$ cat src/core/rtcl_pkg.sv
`default_nettype none
package rtcl_pkg;
	// ========================================
	// widths and scaling
	localparam int TEMP_W = 16; // one lsb is 0.01 K, two's complement
	localparam int ERR_W = 19; // room for set point plus widened dead zone
	localparam logic [6:0] FULL_PCT = 7'h64; // 100 percent

	// ========================================
	// timing
	localparam int CLK_MHZ = 250;
	localparam int UPDATE_US = 1000; // control law update period
	localparam int UPDATE_CYC = UPDATE_US * CLK_MHZ;

	// ========================================
	// stage control types
	typedef enum logic [1:0] {RTCL_TWO_POINT, RTCL_PROP, RTCL_PI} rtcl_mode_e;

	// ========================================
	// register byte offsets
	localparam logic [7:0] A_CTRL = 8'h00;
	localparam logic [7:0] A_SETPT = 8'h04;
	localparam logic [7:0] A_ACTUAL = 8'h08;
	localparam logic [7:0] A_BAND = 8'h0C;
	localparam logic [7:0] A_TINT = 8'h10;
	localparam logic [7:0] A_DEADZ = 8'h14;
	localparam logic [7:0] A_HYST_HEAT = 8'h18;
	localparam logic [7:0] A_HYST_COOL = 8'h1C;
	localparam logic [7:0] A_HYST_ADD = 8'h20;
	localparam logic [7:0] A_ADD_OFS = 8'h24;
	localparam logic [7:0] A_STATUS = 8'h28;
	localparam logic [7:0] A_OUT_PCT = 8'h2C;
	localparam logic [7:0] A_COOL_SP = 8'h30;

	// ========================================
	// field positions
	localparam int CTRL_W = 10;
	localparam int CTRL_HM_LSB = 0;
	localparam int CTRL_CM_LSB = 2;
	localparam int CTRL_AM_LSB = 4;
	localparam int CTRL_EN_BIT = 8;
	localparam int CTRL_ADD_EN_BIT = 9;
	localparam int ST_HEAT_ON = 0;
	localparam int ST_COOL_ON = 1;
	localparam int ST_ADD_ON = 2;
	localparam int ST_HEAT_ZONE = 3;
	localparam int ST_COOL_ZONE = 4;
	localparam int ST_DEAD_ZONE = 5;
	localparam int OUT_HEAT_LSB = 0;
	localparam int OUT_COOL_LSB = 8;
	localparam int OUT_ADD_LSB = 16;

	// ========================================
	// reset values
	localparam logic [CTRL_W-1:0] CTRL_RST = 10'h308;
	localparam logic [15:0] SETPT_RST = 16'h0834;
	localparam logic [15:0] ACTUAL_RST = 16'h0834;
	localparam logic [15:0] BAND_RST = 16'h0190;
	localparam logic [15:0] TINT_RST = 16'h00B4;
	localparam logic [15:0] DEADZ_RST = 16'h0190;
	localparam logic [15:0] HH_RST = 16'h0064;
	localparam logic [15:0] HC_RST = 16'hFF9C;
	localparam logic [15:0] HA_RST = 16'hFFCE;
	localparam logic [15:0] ADD_OFS_RST = 16'h0064;

	// ========================================
	// bus answers
	localparam logic [1:0] RESP_OKAY = 2'h0;
	localparam logic [1:0] RESP_SLVERR = 2'h2;
endpackage : rtcl_pkg
`default_nettype wire

$ cat src/core/rtcl_stage.sv
`default_nettype none
module rtcl_stage (
	// clock and reset
	input  wire logic                               clk_sys,
	input  wire logic                               srst,
	// control
	input  wire logic                               tick,
	input  wire logic                               enable,
	input  wire rtcl_pkg::rtcl_mode_e               mode,
	input  wire logic signed [rtcl_pkg::ERR_W-1:0]  err,
	input  wire logic [15:0]                        band,
	input  wire logic [15:0]                        tint,
	input  wire logic [15:0]                        hyst,
	input  wire logic                               late,
	// result
	output logic [6:0]                              pct,
	output logic                                    on
);
	// ========================================
	// proportional law, saturating
	function automatic logic [6:0] prop_pct(input logic [rtcl_pkg::ERR_W-1:0] e_mag,
		input logic [15:0] bw);
		logic [25:0] num;
		num = 26'(e_mag) * 26'(rtcl_pkg::FULL_PCT);
		if (bw == 16'h0000 || e_mag >= rtcl_pkg::ERR_W'(bw))
			return rtcl_pkg::FULL_PCT;
		return 7'(num / 26'(bw));
	endfunction : prop_pct

	logic                              e_pos;
	logic                              e_neg;
	logic [rtcl_pkg::ERR_W-1:0]        e_mag;
	logic signed [rtcl_pkg::ERR_W-1:0] hyst_s;
	logic [6:0]                        p_mag;
	logic [6:0]                        p_pos;
	logic [16:0]                       sum;
	logic [16:0]                       sum_add;
	logic [6:0]                        integ;
	logic [7:0]                        pi_sum;
	logic [16:0]                       next_sum;
	logic [6:0]                        next_integ;
	logic [6:0]                        next_pct;
	logic                              next_on;

	// ========================================
	// deviation decode
	assign e_neg = err[rtcl_pkg::ERR_W-1];
	assign e_pos = !e_neg && (err != '0);
	assign e_mag = e_neg ? rtcl_pkg::ERR_W'(-err) : rtcl_pkg::ERR_W'(err);
	assign hyst_s = $signed({3'h0, hyst});
	assign p_mag = prop_pct(e_mag, band);
	assign p_pos = e_pos ? p_mag : 7'h00;
	assign sum_add = sum + {10'h000, p_mag};
	assign pi_sum = {1'b0, p_pos} + {1'b0, integ};

	// next values; the law steps once per update tick, while disable clears them at once
	always_comb
	begin
		next_on = on;
		next_pct = pct;
		next_sum = sum;
		next_integ = integ;
		if (!enable)
		begin
			next_on = 1'b0;
			next_pct = 7'h00;
			next_sum = 17'h00000;
			next_integ = 7'h00;
		end
		else if (tick)
		begin
			unique case (mode)
				rtcl_pkg::RTCL_TWO_POINT:
				begin
					if (late)
					begin
						if (e_pos)
							next_on = 1'b1;
						else if (err <= -hyst_s)
							next_on = 1'b0;
					end
					else
					begin
						if (err > hyst_s)
							next_on = 1'b1;
						else if (!e_pos)
							next_on = 1'b0;
					end
					next_pct = next_on ? rtcl_pkg::FULL_PCT : 7'h00;
					next_sum = 17'h00000;
					next_integ = 7'h00;
				end
				rtcl_pkg::RTCL_PROP:
				begin
					next_pct = p_pos;
					next_on = (p_pos != 7'h00);
					next_sum = 17'h00000;
					next_integ = 7'h00;
				end
				rtcl_pkg::RTCL_PI:
				begin
					// integral moves at most 1 % per tick; zero deviation holds it
					if (e_pos || e_neg)
					begin
						if (sum_add >= {1'b0, tint})
						begin
							next_sum = sum_add - {1'b0, tint};
							if (e_pos)
								next_integ = (integ >= rtcl_pkg::FULL_PCT) ? integ : integ + 7'h01;
							else
								next_integ = (integ == 7'h00) ? integ : integ - 7'h01;
						end
						else
							next_sum = sum_add;
					end
					// first tick after entry has integ zero, so output equals p
					if (pi_sum > {1'b0, rtcl_pkg::FULL_PCT})
						next_pct = rtcl_pkg::FULL_PCT;
					else
						next_pct = pi_sum[6:0];
					next_on = (next_pct != 7'h00);
				end
				default:
				begin
					next_on = 1'b0;
					next_pct = 7'h00;
					next_sum = 17'h00000;
					next_integ = 7'h00;
				end
			endcase
		end
	end

	// stage state
	always_ff @(posedge clk_sys)
	begin
		if (srst)
		begin
			on <= 1'b0;
			pct <= 7'h00;
			sum <= 17'h00000;
			integ <= 7'h00;
		end
		else
		begin
			on <= next_on;
			pct <= next_pct;
			sum <= next_sum;
			integ <= next_integ;
		end
	end
endmodule : rtcl_stage
`default_nettype wire

$ cat src/core/rtcl_top.sv
// Our own choices: the placing of the registers and the AXI4-Lite register port.
`default_nettype none
module rtcl_top #(
	parameter int UPD_CYC = rtcl_pkg::UPDATE_CYC
) (
	// clock and reset
	input  wire logic        clk_sys,
	input  wire logic        srst,
	// axi4-lite write address
	input  wire logic [7:0]  s_axi_awaddr,
	input  wire logic        s_axi_awvalid,
	output logic             s_axi_awready,
	// axi4-lite write data
	input  wire logic [31:0] s_axi_wdata,
	input  wire logic [3:0]  s_axi_wstrb,
	input  wire logic        s_axi_wvalid,
	output logic             s_axi_wready,
	// axi4-lite write response
	output logic [1:0]       s_axi_bresp,
	output logic             s_axi_bvalid,
	input  wire logic        s_axi_bready,
	// axi4-lite read
	input  wire logic [7:0]  s_axi_araddr,
	input  wire logic        s_axi_arvalid,
	output logic             s_axi_arready,
	output logic [31:0]      s_axi_rdata,
	output logic [1:0]       s_axi_rresp,
	output logic             s_axi_rvalid,
	input  wire logic        s_axi_rready,
	// actuator demands
	output logic             heat_on,
	output logic             cool_on,
	output logic             add_on,
	output logic [6:0]       heat_pct,
	output logic [6:0]       cool_pct,
	output logic [6:0]       add_pct
);
	localparam int CW = $clog2(UPD_CYC);
	localparam int EW = rtcl_pkg::ERR_W;

	// byte-lane merge for register writes
	function automatic logic [31:0] wmerge(input logic [31:0] old_v, input logic [31:0] new_v,
		input logic [3:0] strb);
		logic [31:0] r;
		r = old_v;
		for (int i = 0; i < 4; i++)
			if (strb[i])
				r[8*i +: 8] = new_v[8*i +: 8];
		return r;
	endfunction : wmerge

	// sign-extend a temperature to deviation width
	function automatic logic signed [EW-1:0] sx(input logic [15:0] v);
		return $signed({{(EW-16){v[15]}}, v});
	endfunction : sx

	// magnitude of a signed hysteresis
	function automatic logic [15:0] mag(input logic [15:0] v);
		return v[15] ? 16'(-v) : v;
	endfunction : mag

	// ========================================
	// register bus state
	logic                        aw_hold, next_aw_hold;
	logic [7:0]                  aw_addr, next_aw_addr;
	logic                        w_hold, next_w_hold;
	logic [31:0]                 w_data, next_w_data;
	logic [3:0]                  w_strb, next_w_strb;
	logic                        bvalid, next_bvalid;
	logic [1:0]                  bresp, next_bresp;
	logic                        rvalid, next_rvalid;
	logic [1:0]                  rresp, next_rresp;
	logic [31:0]                 rdata, next_rdata;
	logic                        wr_fire;
	logic                        wr_hit;
	logic [7:0]                  wr_addr;
	logic [7:0]                  rd_addr;
	logic [31:0]                 rd_word;
	logic                        rd_hit;
	// software registers
	logic [rtcl_pkg::CTRL_W-1:0] ctrl, next_ctrl;
	logic [15:0]                 setpt, next_setpt;
	logic [15:0]                 actual, next_actual;
	logic [15:0]                 band, next_band;
	logic [15:0]                 tint, next_tint;
	logic [15:0]                 deadz, next_deadz;
	logic [15:0]                 hyst_heat, next_hyst_heat;
	logic [15:0]                 hyst_cool, next_hyst_cool;
	logic [15:0]                 hyst_add, next_hyst_add;
	logic [15:0]                 add_ofs, next_add_ofs;
	// control law
	logic [CW-1:0]               tick_cnt, next_tick_cnt;
	logic                        tick;
	rtcl_pkg::rtcl_mode_e        heat_mode, cool_mode, add_mode;
	logic [16:0]                 widen;
	logic signed [EW-1:0]        cool_sp;
	logic signed [EW-1:0]        err_heat, err_cool, err_add;
	logic                        heat_zone, cool_zone;
	logic                        run;
	logic [5:0]                  status;

	// ========================================
	// axi4-lite handshakes; address and data may come in either order
	assign s_axi_awready = !aw_hold;
	assign s_axi_wready = !w_hold;
	assign s_axi_arready = !rvalid; // one read at a time
	assign s_axi_bvalid = bvalid;
	assign s_axi_bresp = bresp;
	assign s_axi_rvalid = rvalid;
	assign s_axi_rresp = rresp;
	assign s_axi_rdata = rdata;
	assign wr_fire = aw_hold && w_hold && !bvalid;
	assign wr_addr = {aw_addr[7:2], 2'h0};
	assign rd_addr = {s_axi_araddr[7:2], 2'h0};
	assign wr_hit = (wr_addr <= rtcl_pkg::A_ADD_OFS);

	// read decode; status words are read-only
	always_comb
	begin
		rd_word = 32'h00000000;
		rd_hit = 1'b1;
		case (rd_addr)
			rtcl_pkg::A_CTRL: rd_word = 32'(ctrl);
			rtcl_pkg::A_SETPT: rd_word = {16'h0000, setpt};
			rtcl_pkg::A_ACTUAL: rd_word = {16'h0000, actual};
			rtcl_pkg::A_BAND: rd_word = {16'h0000, band};
			rtcl_pkg::A_TINT: rd_word = {16'h0000, tint};
			rtcl_pkg::A_DEADZ: rd_word = {16'h0000, deadz};
			rtcl_pkg::A_HYST_HEAT: rd_word = {16'h0000, hyst_heat};
			rtcl_pkg::A_HYST_COOL: rd_word = {16'h0000, hyst_cool};
			rtcl_pkg::A_HYST_ADD: rd_word = {16'h0000, hyst_add};
			rtcl_pkg::A_ADD_OFS: rd_word = {16'h0000, add_ofs};
			rtcl_pkg::A_STATUS: rd_word = 32'(status);
			rtcl_pkg::A_OUT_PCT:
			begin
				rd_word[rtcl_pkg::OUT_HEAT_LSB +: 7] = heat_pct;
				rd_word[rtcl_pkg::OUT_COOL_LSB +: 7] = cool_pct;
				rd_word[rtcl_pkg::OUT_ADD_LSB +: 7] = add_pct;
			end
			rtcl_pkg::A_COOL_SP: rd_word = 32'(cool_sp);
			default: rd_hit = 1'b0;
		endcase
	end

	// bus channel next values
	always_comb
	begin
		next_aw_hold = aw_hold;
		next_aw_addr = aw_addr;
		next_w_hold = w_hold;
		next_w_data = w_data;
		next_w_strb = w_strb;
		next_bvalid = bvalid;
		next_bresp = bresp;
		next_rvalid = rvalid;
		next_rresp = rresp;
		next_rdata = rdata;
		if (s_axi_awvalid && !aw_hold)
		begin
			next_aw_hold = 1'b1;
			next_aw_addr = s_axi_awaddr;
		end
		if (s_axi_wvalid && !w_hold)
		begin
			next_w_hold = 1'b1;
			next_w_data = s_axi_wdata;
			next_w_strb = s_axi_wstrb;
		end
		if (bvalid && s_axi_bready)
			next_bvalid = 1'b0;
		if (wr_fire)
		begin
			next_aw_hold = 1'b0;
			next_w_hold = 1'b0;
			next_bvalid = 1'b1;
			next_bresp = wr_hit ? rtcl_pkg::RESP_OKAY : rtcl_pkg::RESP_SLVERR;
		end
		if (s_axi_arvalid && !rvalid)
		begin
			next_rvalid = 1'b1;
			next_rdata = rd_word;
			next_rresp = rd_hit ? rtcl_pkg::RESP_OKAY : rtcl_pkg::RESP_SLVERR;
		end
		else if (rvalid && s_axi_rready)
			next_rvalid = 1'b0;
	end

	// register file next values
	always_comb
	begin
		next_ctrl = ctrl;
		next_setpt = setpt;
		next_actual = actual;
		next_band = band;
		next_tint = tint;
		next_deadz = deadz;
		next_hyst_heat = hyst_heat;
		next_hyst_cool = hyst_cool;
		next_hyst_add = hyst_add;
		next_add_ofs = add_ofs;
		if (wr_fire)
		begin
			case (wr_addr)
				rtcl_pkg::A_CTRL:
					next_ctrl = rtcl_pkg::CTRL_W'(wmerge(32'(ctrl), w_data, w_strb));
				rtcl_pkg::A_SETPT: next_setpt = 16'(wmerge({16'h0000, setpt}, w_data, w_strb));
				rtcl_pkg::A_ACTUAL: next_actual = 16'(wmerge({16'h0000, actual}, w_data, w_strb));
				rtcl_pkg::A_BAND: next_band = 16'(wmerge({16'h0000, band}, w_data, w_strb));
				rtcl_pkg::A_TINT: next_tint = 16'(wmerge({16'h0000, tint}, w_data, w_strb));
				rtcl_pkg::A_DEADZ: next_deadz = 16'(wmerge({16'h0000, deadz}, w_data, w_strb));
				rtcl_pkg::A_HYST_HEAT:
					next_hyst_heat = 16'(wmerge({16'h0000, hyst_heat}, w_data, w_strb));
				rtcl_pkg::A_HYST_COOL:
					next_hyst_cool = 16'(wmerge({16'h0000, hyst_cool}, w_data, w_strb));
				rtcl_pkg::A_HYST_ADD:
					next_hyst_add = 16'(wmerge({16'h0000, hyst_add}, w_data, w_strb));
				rtcl_pkg::A_ADD_OFS:
					next_add_ofs = 16'(wmerge({16'h0000, add_ofs}, w_data, w_strb));
				default: ;
			endcase
		end
	end

	// bus and register state
	always_ff @(posedge clk_sys)
	begin
		if (srst)
		begin
			aw_hold <= 1'b0;
			aw_addr <= 8'h00;
			w_hold <= 1'b0;
			w_data <= 32'h00000000;
			w_strb <= 4'h0;
			bvalid <= 1'b0;
			bresp <= rtcl_pkg::RESP_OKAY;
			rvalid <= 1'b0;
			rresp <= rtcl_pkg::RESP_OKAY;
			rdata <= 32'h00000000;
			ctrl <= rtcl_pkg::CTRL_RST;
			setpt <= rtcl_pkg::SETPT_RST;
			actual <= rtcl_pkg::ACTUAL_RST;
			band <= rtcl_pkg::BAND_RST;
			tint <= rtcl_pkg::TINT_RST;
			deadz <= rtcl_pkg::DEADZ_RST;
			hyst_heat <= rtcl_pkg::HH_RST;
			hyst_cool <= rtcl_pkg::HC_RST;
			hyst_add <= rtcl_pkg::HA_RST;
			add_ofs <= rtcl_pkg::ADD_OFS_RST;
		end
		else
		begin
			aw_hold <= next_aw_hold;
			aw_addr <= next_aw_addr;
			w_hold <= next_w_hold;
			w_data <= next_w_data;
			w_strb <= next_w_strb;
			bvalid <= next_bvalid;
			bresp <= next_bresp;
			rvalid <= next_rvalid;
			rresp <= next_rresp;
			rdata <= next_rdata;
			ctrl <= next_ctrl;
			setpt <= next_setpt;
			actual <= next_actual;
			band <= next_band;
			tint <= next_tint;
			deadz <= next_deadz;
			hyst_heat <= next_hyst_heat;
			hyst_cool <= next_hyst_cool;
			hyst_add <= next_hyst_add;
			add_ofs <= next_add_ofs;
		end
	end

	// ========================================
	// update tick; law evaluates once per period
	assign tick = (tick_cnt == '0);
	assign next_tick_cnt = tick ? CW'(UPD_CYC - 1) : tick_cnt - 1'b1;

	always_ff @(posedge clk_sys)
	begin
		if (srst)
			tick_cnt <= '0;
		else
			tick_cnt <= next_tick_cnt;
	end

	// ========================================
	// dead zone and deviations
	assign heat_mode = rtcl_pkg::rtcl_mode_e'(ctrl[rtcl_pkg::CTRL_HM_LSB +: 2]);
	assign cool_mode = rtcl_pkg::rtcl_mode_e'(ctrl[rtcl_pkg::CTRL_CM_LSB +: 2]);
	assign add_mode = rtcl_pkg::rtcl_mode_e'(ctrl[rtcl_pkg::CTRL_AM_LSB +: 2]);
	assign run = ctrl[rtcl_pkg::CTRL_EN_BIT];
	// only the heat and cool stages, when two-point, add their hysteresis to the dead zone
	assign widen = ((heat_mode == rtcl_pkg::RTCL_TWO_POINT) ? {1'b0, mag(hyst_heat)} : 17'h00000)
		+ ((cool_mode == rtcl_pkg::RTCL_TWO_POINT) ? {1'b0, mag(hyst_cool)} : 17'h00000);
	assign cool_sp = sx(setpt) + $signed({3'h0, deadz}) + $signed({2'h0, widen});
	assign err_heat = sx(setpt) - sx(actual);
	assign err_cool = sx(actual) - cool_sp;
	assign err_add = sx(setpt) - $signed({3'h0, add_ofs}) - sx(actual);
	assign heat_zone = (sx(actual) < sx(setpt));
	assign cool_zone = (sx(actual) > cool_sp);

	// status word
	always_comb
	begin
		status = 6'h00;
		status[rtcl_pkg::ST_HEAT_ON] = heat_on;
		status[rtcl_pkg::ST_COOL_ON] = cool_on;
		status[rtcl_pkg::ST_ADD_ON] = add_on;
		status[rtcl_pkg::ST_HEAT_ZONE] = heat_zone;
		status[rtcl_pkg::ST_COOL_ZONE] = cool_zone;
		status[rtcl_pkg::ST_DEAD_ZONE] = !heat_zone && !cool_zone;
	end

	// ========================================
	// stages; heating is cut at the cooling set point and cooling at or below the heating set point
	rtcl_stage u_heat (
		.clk_sys (clk_sys),
		.srst    (srst),
		.tick    (tick),
		.enable  (run && !(sx(actual) >= cool_sp)),
		.mode    (heat_mode),
		.err     (err_heat),
		.band    (band),
		.tint    (tint),
		.hyst    (mag(hyst_heat)),
		.late    (!hyst_heat[15]),
		.pct     (heat_pct),
		.on      (heat_on)
	);

	rtcl_stage u_cool (
		.clk_sys (clk_sys),
		.srst    (srst),
		.tick    (tick),
		.enable  (run && (sx(actual) > sx(setpt))),
		.mode    (cool_mode),
		.err     (err_cool),
		.band    (band),
		.tint    (tint),
		.hyst    (mag(hyst_cool)),
		.late    (hyst_cool[15]),
		.pct     (cool_pct),
		.on      (cool_on)
	);

	rtcl_stage u_add (
		.clk_sys (clk_sys),
		.srst    (srst),
		.tick    (tick),
		.enable  (run && ctrl[rtcl_pkg::CTRL_ADD_EN_BIT] && !(sx(actual) >= cool_sp)),
		.mode    (add_mode),
		.err     (err_add),
		.band    (band),
		.tint    (tint),
		.hyst    (mag(hyst_add)),
		.late    (!hyst_add[15]),
		.pct     (add_pct),
		.on      (add_on)
	);
endmodule : rtcl_top
`default_nettype wire

$ cat config.mk
export PLATFORM = sky130hd
export DESIGN_NAME = rtcl_top
export DESIGN_NICKNAME = d
export VERILOG_FILES = /design/src/core/rtcl_pkg.sv /design/src/core/rtcl_stage.sv /design/src/core/rtcl_top.sv
export SDC_FILE = /design/constraint.sdc
export NUM_CORES = 2
export LEC_CHECK = 0
export CAP_MARGIN = 40
export CORE_MARGIN = 1.5
export CORE_UTILIZATION = 45
export DETAILED_ROUTE_END_ITERATION = 6
export DONT_BUFFER_PORTS = 1
export GPL_TIMING_DRIVEN = 0
export SETUP_SLACK_MARGIN = 0.2
export SLEW_MARGIN = 20
export SYNTH_ARGS = -nofsm -noshare
export SYNTH_HDL_FRONTEND = slang
export SYNTH_SLANG_ARGS = --single-unit
$ cat constraint.sdc
create_clock -name clk_sys -period 92.2 [get_ports clk_sys]
set_clock_uncertainty 0.1 [all_clocks]
set_input_delay 9.22 -clock clk_sys [delete_from_list [all_inputs] [get_ports clk_sys]]
set_output_delay 9.22 -clock clk_sys [all_outputs]
set_load 0.01 [all_outputs]
==> flow_summary.json <==
{
  "synth_top_flop_cell": "dfxtp_1",
  "maxCapViolCount": 0,
  "reg2reg_slack_ns": 5.71,
  "synth_most_common_cell": "ha_1",
  "cts.htree.levels": 2,
  "synth_top_area_share_pct": 21.2,
  "wl_met2_microns": 139000,
  "core_sq_um": 186000,
  "wirelength_met1_microns": 144000,
  "crit_type": "register to register",
  "slew_headroom_pct": 27.5,
  "hold_class": "register to register",
  "drive_above_1_share_pct": 9.09,
  "port_buffers": 0,
  "crit_buf_inv": 56,
  "ys_top_cells_by_count": "ha_1, nor2_1, nand2_1, a21oi_1, inv_1",
  "cp_common_cell": "o21a_1",
  "status": "finished, final reports clean",
  "start_util_pct": 45.4,
  "place.gp.congestion": 1.02,
  "arrival_ns": 86.81,
  "async_flop_share_pct": 0,
  "antenna_found_initial": 13,
  "fp.dieH_microns": 436,
  "instances_no_fill": 14200,
  "dp_cells": 14100,
  "fp.dieW_microns": 436,
  "fmax_ghz": 0.0116,
  "start_kind": "register",
  "grt_pass1_vias": 84000,
  "hold_violations": 0,
  "worst_slack_ns": 5.71,
  "firstDrtPassIters": 6,
  "grt_max_degree": 53,
  "wl_met3_microns": 19500,
  "finalCriticalPeriod_ns": 86.49,
  "clockRootBuffer": "clkbuf_16",
  "layout.nets": 13300,
  "avgSynthCellArea_sq_um": 7.36,
  "pre_cts_ws_ns": -8.62,
  "synth_seq_cells": 322,
  "pin_count": 124,
  "fill_cells": 18600,
  "area_growth_pct": 8.58,
  "synthCells": 11500,
  "num_vias": 88100,
  "synthDistinctLibCells": 163,
  "clk_path_buf_depth": 3,
  "critPathTopFamily": "compound AO/OA/AOI/OAI gates",
  "drtAntennaViolNets": 0,
  "gr-usage-all-layers_pct": 32.1,
  "setup_violations": 0,
  "highest_layer": "met5",
  "post-route-drc-count": 0,
  "cts_buffers": 34,
  "path_max_fanout": 10,
  "slowest_delay_ns": 0.70,
  "cts_hold_buf": 0,
  "rows": 158,
  "cp_slowest_cell": "xnor2_2",
  "netlist_area_sq_um": 84500,
  "endpoint_kind": "register",
  "viasPerCell": 6.20,
  "grt_overflow": 0,
  "required_ns": 92.52,
  "yosys-top-cells-area": "ha_1, dfxtp_1, nor2_1, a21oi_1, xnor2_1",
  "clk_latency_ns": 0.59,
  "synth_top_cell_by_area": "ha_1",
  "worst_slew_pin_slew_ns": 1.09,
  "cts.sinks": 322,
  "routed_wl_microns": 319000,
  "finalCritPeriodShare_pct": 93.8,
  "path_clk_slew_ns": 0.06,
  "slew_violations": 0,
  "wl_per_cell_microns": 22.5,
  "yosysWarnings": 0,
  "ff_latch_area_sq_um": 6460,
  "synth_edf_count": 0,
  "multi_input_area_sq_um": 75400,
  "die_area_sq_um": 190000,
  "first_iter_violations": 6368,
  "grt_pass1_wl_microns": 485000,
  "cts_tree": "yes",
  "dp_hpwl_microns": 261000,
  "ys_seq_area_share_pct": 7.63
}
-- per-layer routing --
| layer | vias to the layer above | track usage [%] |
|---|---|---|
| li1 | 43000 | - |
| met1 | 42000 | 42.4 |
| met2 | 2575 | 51.8 |
| met3 | 566 | 4.07 |
| met4 | 8 | 14.2 |
| met5 | - | 0 |
-- registers in the layout (all words and copies together), names as in the netlist, 10 cells and up --
signal	cells
tint	16
hyst_cool	16
u_cool.sum	17
u_heat.sum	17
hyst_heat	16
u_add.sum	17
w_data	16
s_axi_rdata	24
tick_cnt	18
actual	16
setpt	16
ctrl	10
band	16
hyst_add	16
add_ofs	16
deadz	16
-- layout by cell type (no fill, tap or decap), drive strengths merged, types with 43 or more instances in the layout --
cell / netlist / final
o31ai: 214 / 214
nand2: 906 / 906
or3: 114 / 114
o21ai: 546 / 546
mux2i: 210 / 210
a31oi: 120 / 120
o21a: 493 / 493
xor2: 303 / 303
nand3: 192 / 192
and3: 84 / 84
xnor2: 442 / 442
a22oi: 43 / 43
mux2: 223 / 223
nor2: 1210 / 1210
dfxtp: 322 / 322
a21o: 353 / 353
a21oi: 879 / 879
nor4: 73 / 73
or2: 89 / 89
buf: 57 / 206
nor2b: 150 / 150
and2: 94 / 94
nand2b: 185 / 185
a211oi: 103 / 103
o21bai: 101 / 101
nand4: 132 / 132
fa: 92 / 92
ha: 1434 / 1434
clkbuf: 270 / 317
nor3: 574 / 574
inv: 631 / 632
a211o: 72 / 72
o211ai: 87 / 87
-- per-stage QoR --
step	area, sq um	utilization (%)	setup TNS, ns	hold WS, ns
after global routing	91800	49.3	-0.362	0.387
final	91800	49.3	0	0.353
after global placement	87700	47.1	-301.63	0.343
after floorplan	84600	-	0	0.332
after CTS	90500	48.6	0	0.360
after detailed placement	89000	47.8	-248.09	0.352
-- worst register-to-register path: cells and delay by family, from the launching register on --
kind | cells | cell delay [ns]
adders and majority gates | 38 | 11.78
and+or+nand+nor | 70 | 13.71
buffers and inverters | 56 | 10.93
muxes | 12 | 3.42
xor gates and xnor gates | 4 | 1.33
DFF | 1 | 0.32
AOI/OAI and AO/OA | 224 | 44.67
-- logic make-up after synthesis --
logic type      share of synthesized area [%]
mux                                      5.51
compound gates                           28.2
other cells                           0.00889
flops                                    7.63
fa+ha+maj                                23.5
simple gates                             22.9
xor+xnor                                 7.75
buf+inv                                  4.52
-- path summary, 6_finish.rpt --
path	cells after the start	startpoint	to
setup / recovery	404	ctrl[2]$_SDFFE_PP0P_	u_cool.sum[11]$_SDFFE_PP0P_
hold / removal	2	u_heat.sum[15]$_SDFFE_PP0P_	u_heat.sum[15]$_SDFFE_PP0P_
setup reg to reg	404	ctrl[2]$_SDFFE_PP0P_	u_cool.sum[11]$_SDFFE_PP0P_
hold reg to reg	2	u_heat.sum[15]$_SDFFE_PP0P_	u_heat.sum[15]$_SDFFE_PP0P_
-- what timing repair did --
action	CTS	global route
gates resized for setup	98	357
setup buffers	6	46
setup endpoints to repair	56	96
pin swaps	5	28
-- cell type report --
| cell class | count | area share, % |
|---|---|---|
| tap | 2480 | 3.38 |
| buffer | 325 | 1.78 |
| inverter | 633 | 2.67 |
| clock inverter | 15 | 0.199 |
| timing repair buffer | 155 | 1.73 |
| clock buffer | 46 | 1.04 |
| multi-input combinational | 10200 | 82.2 |
| antenna | 4 | 0.0109 |
| sequential | 322 | 7.04 |
Power is not shown: default switching activity piles up to over one toggle a cycle in this logic, so the estimate is an artifact.
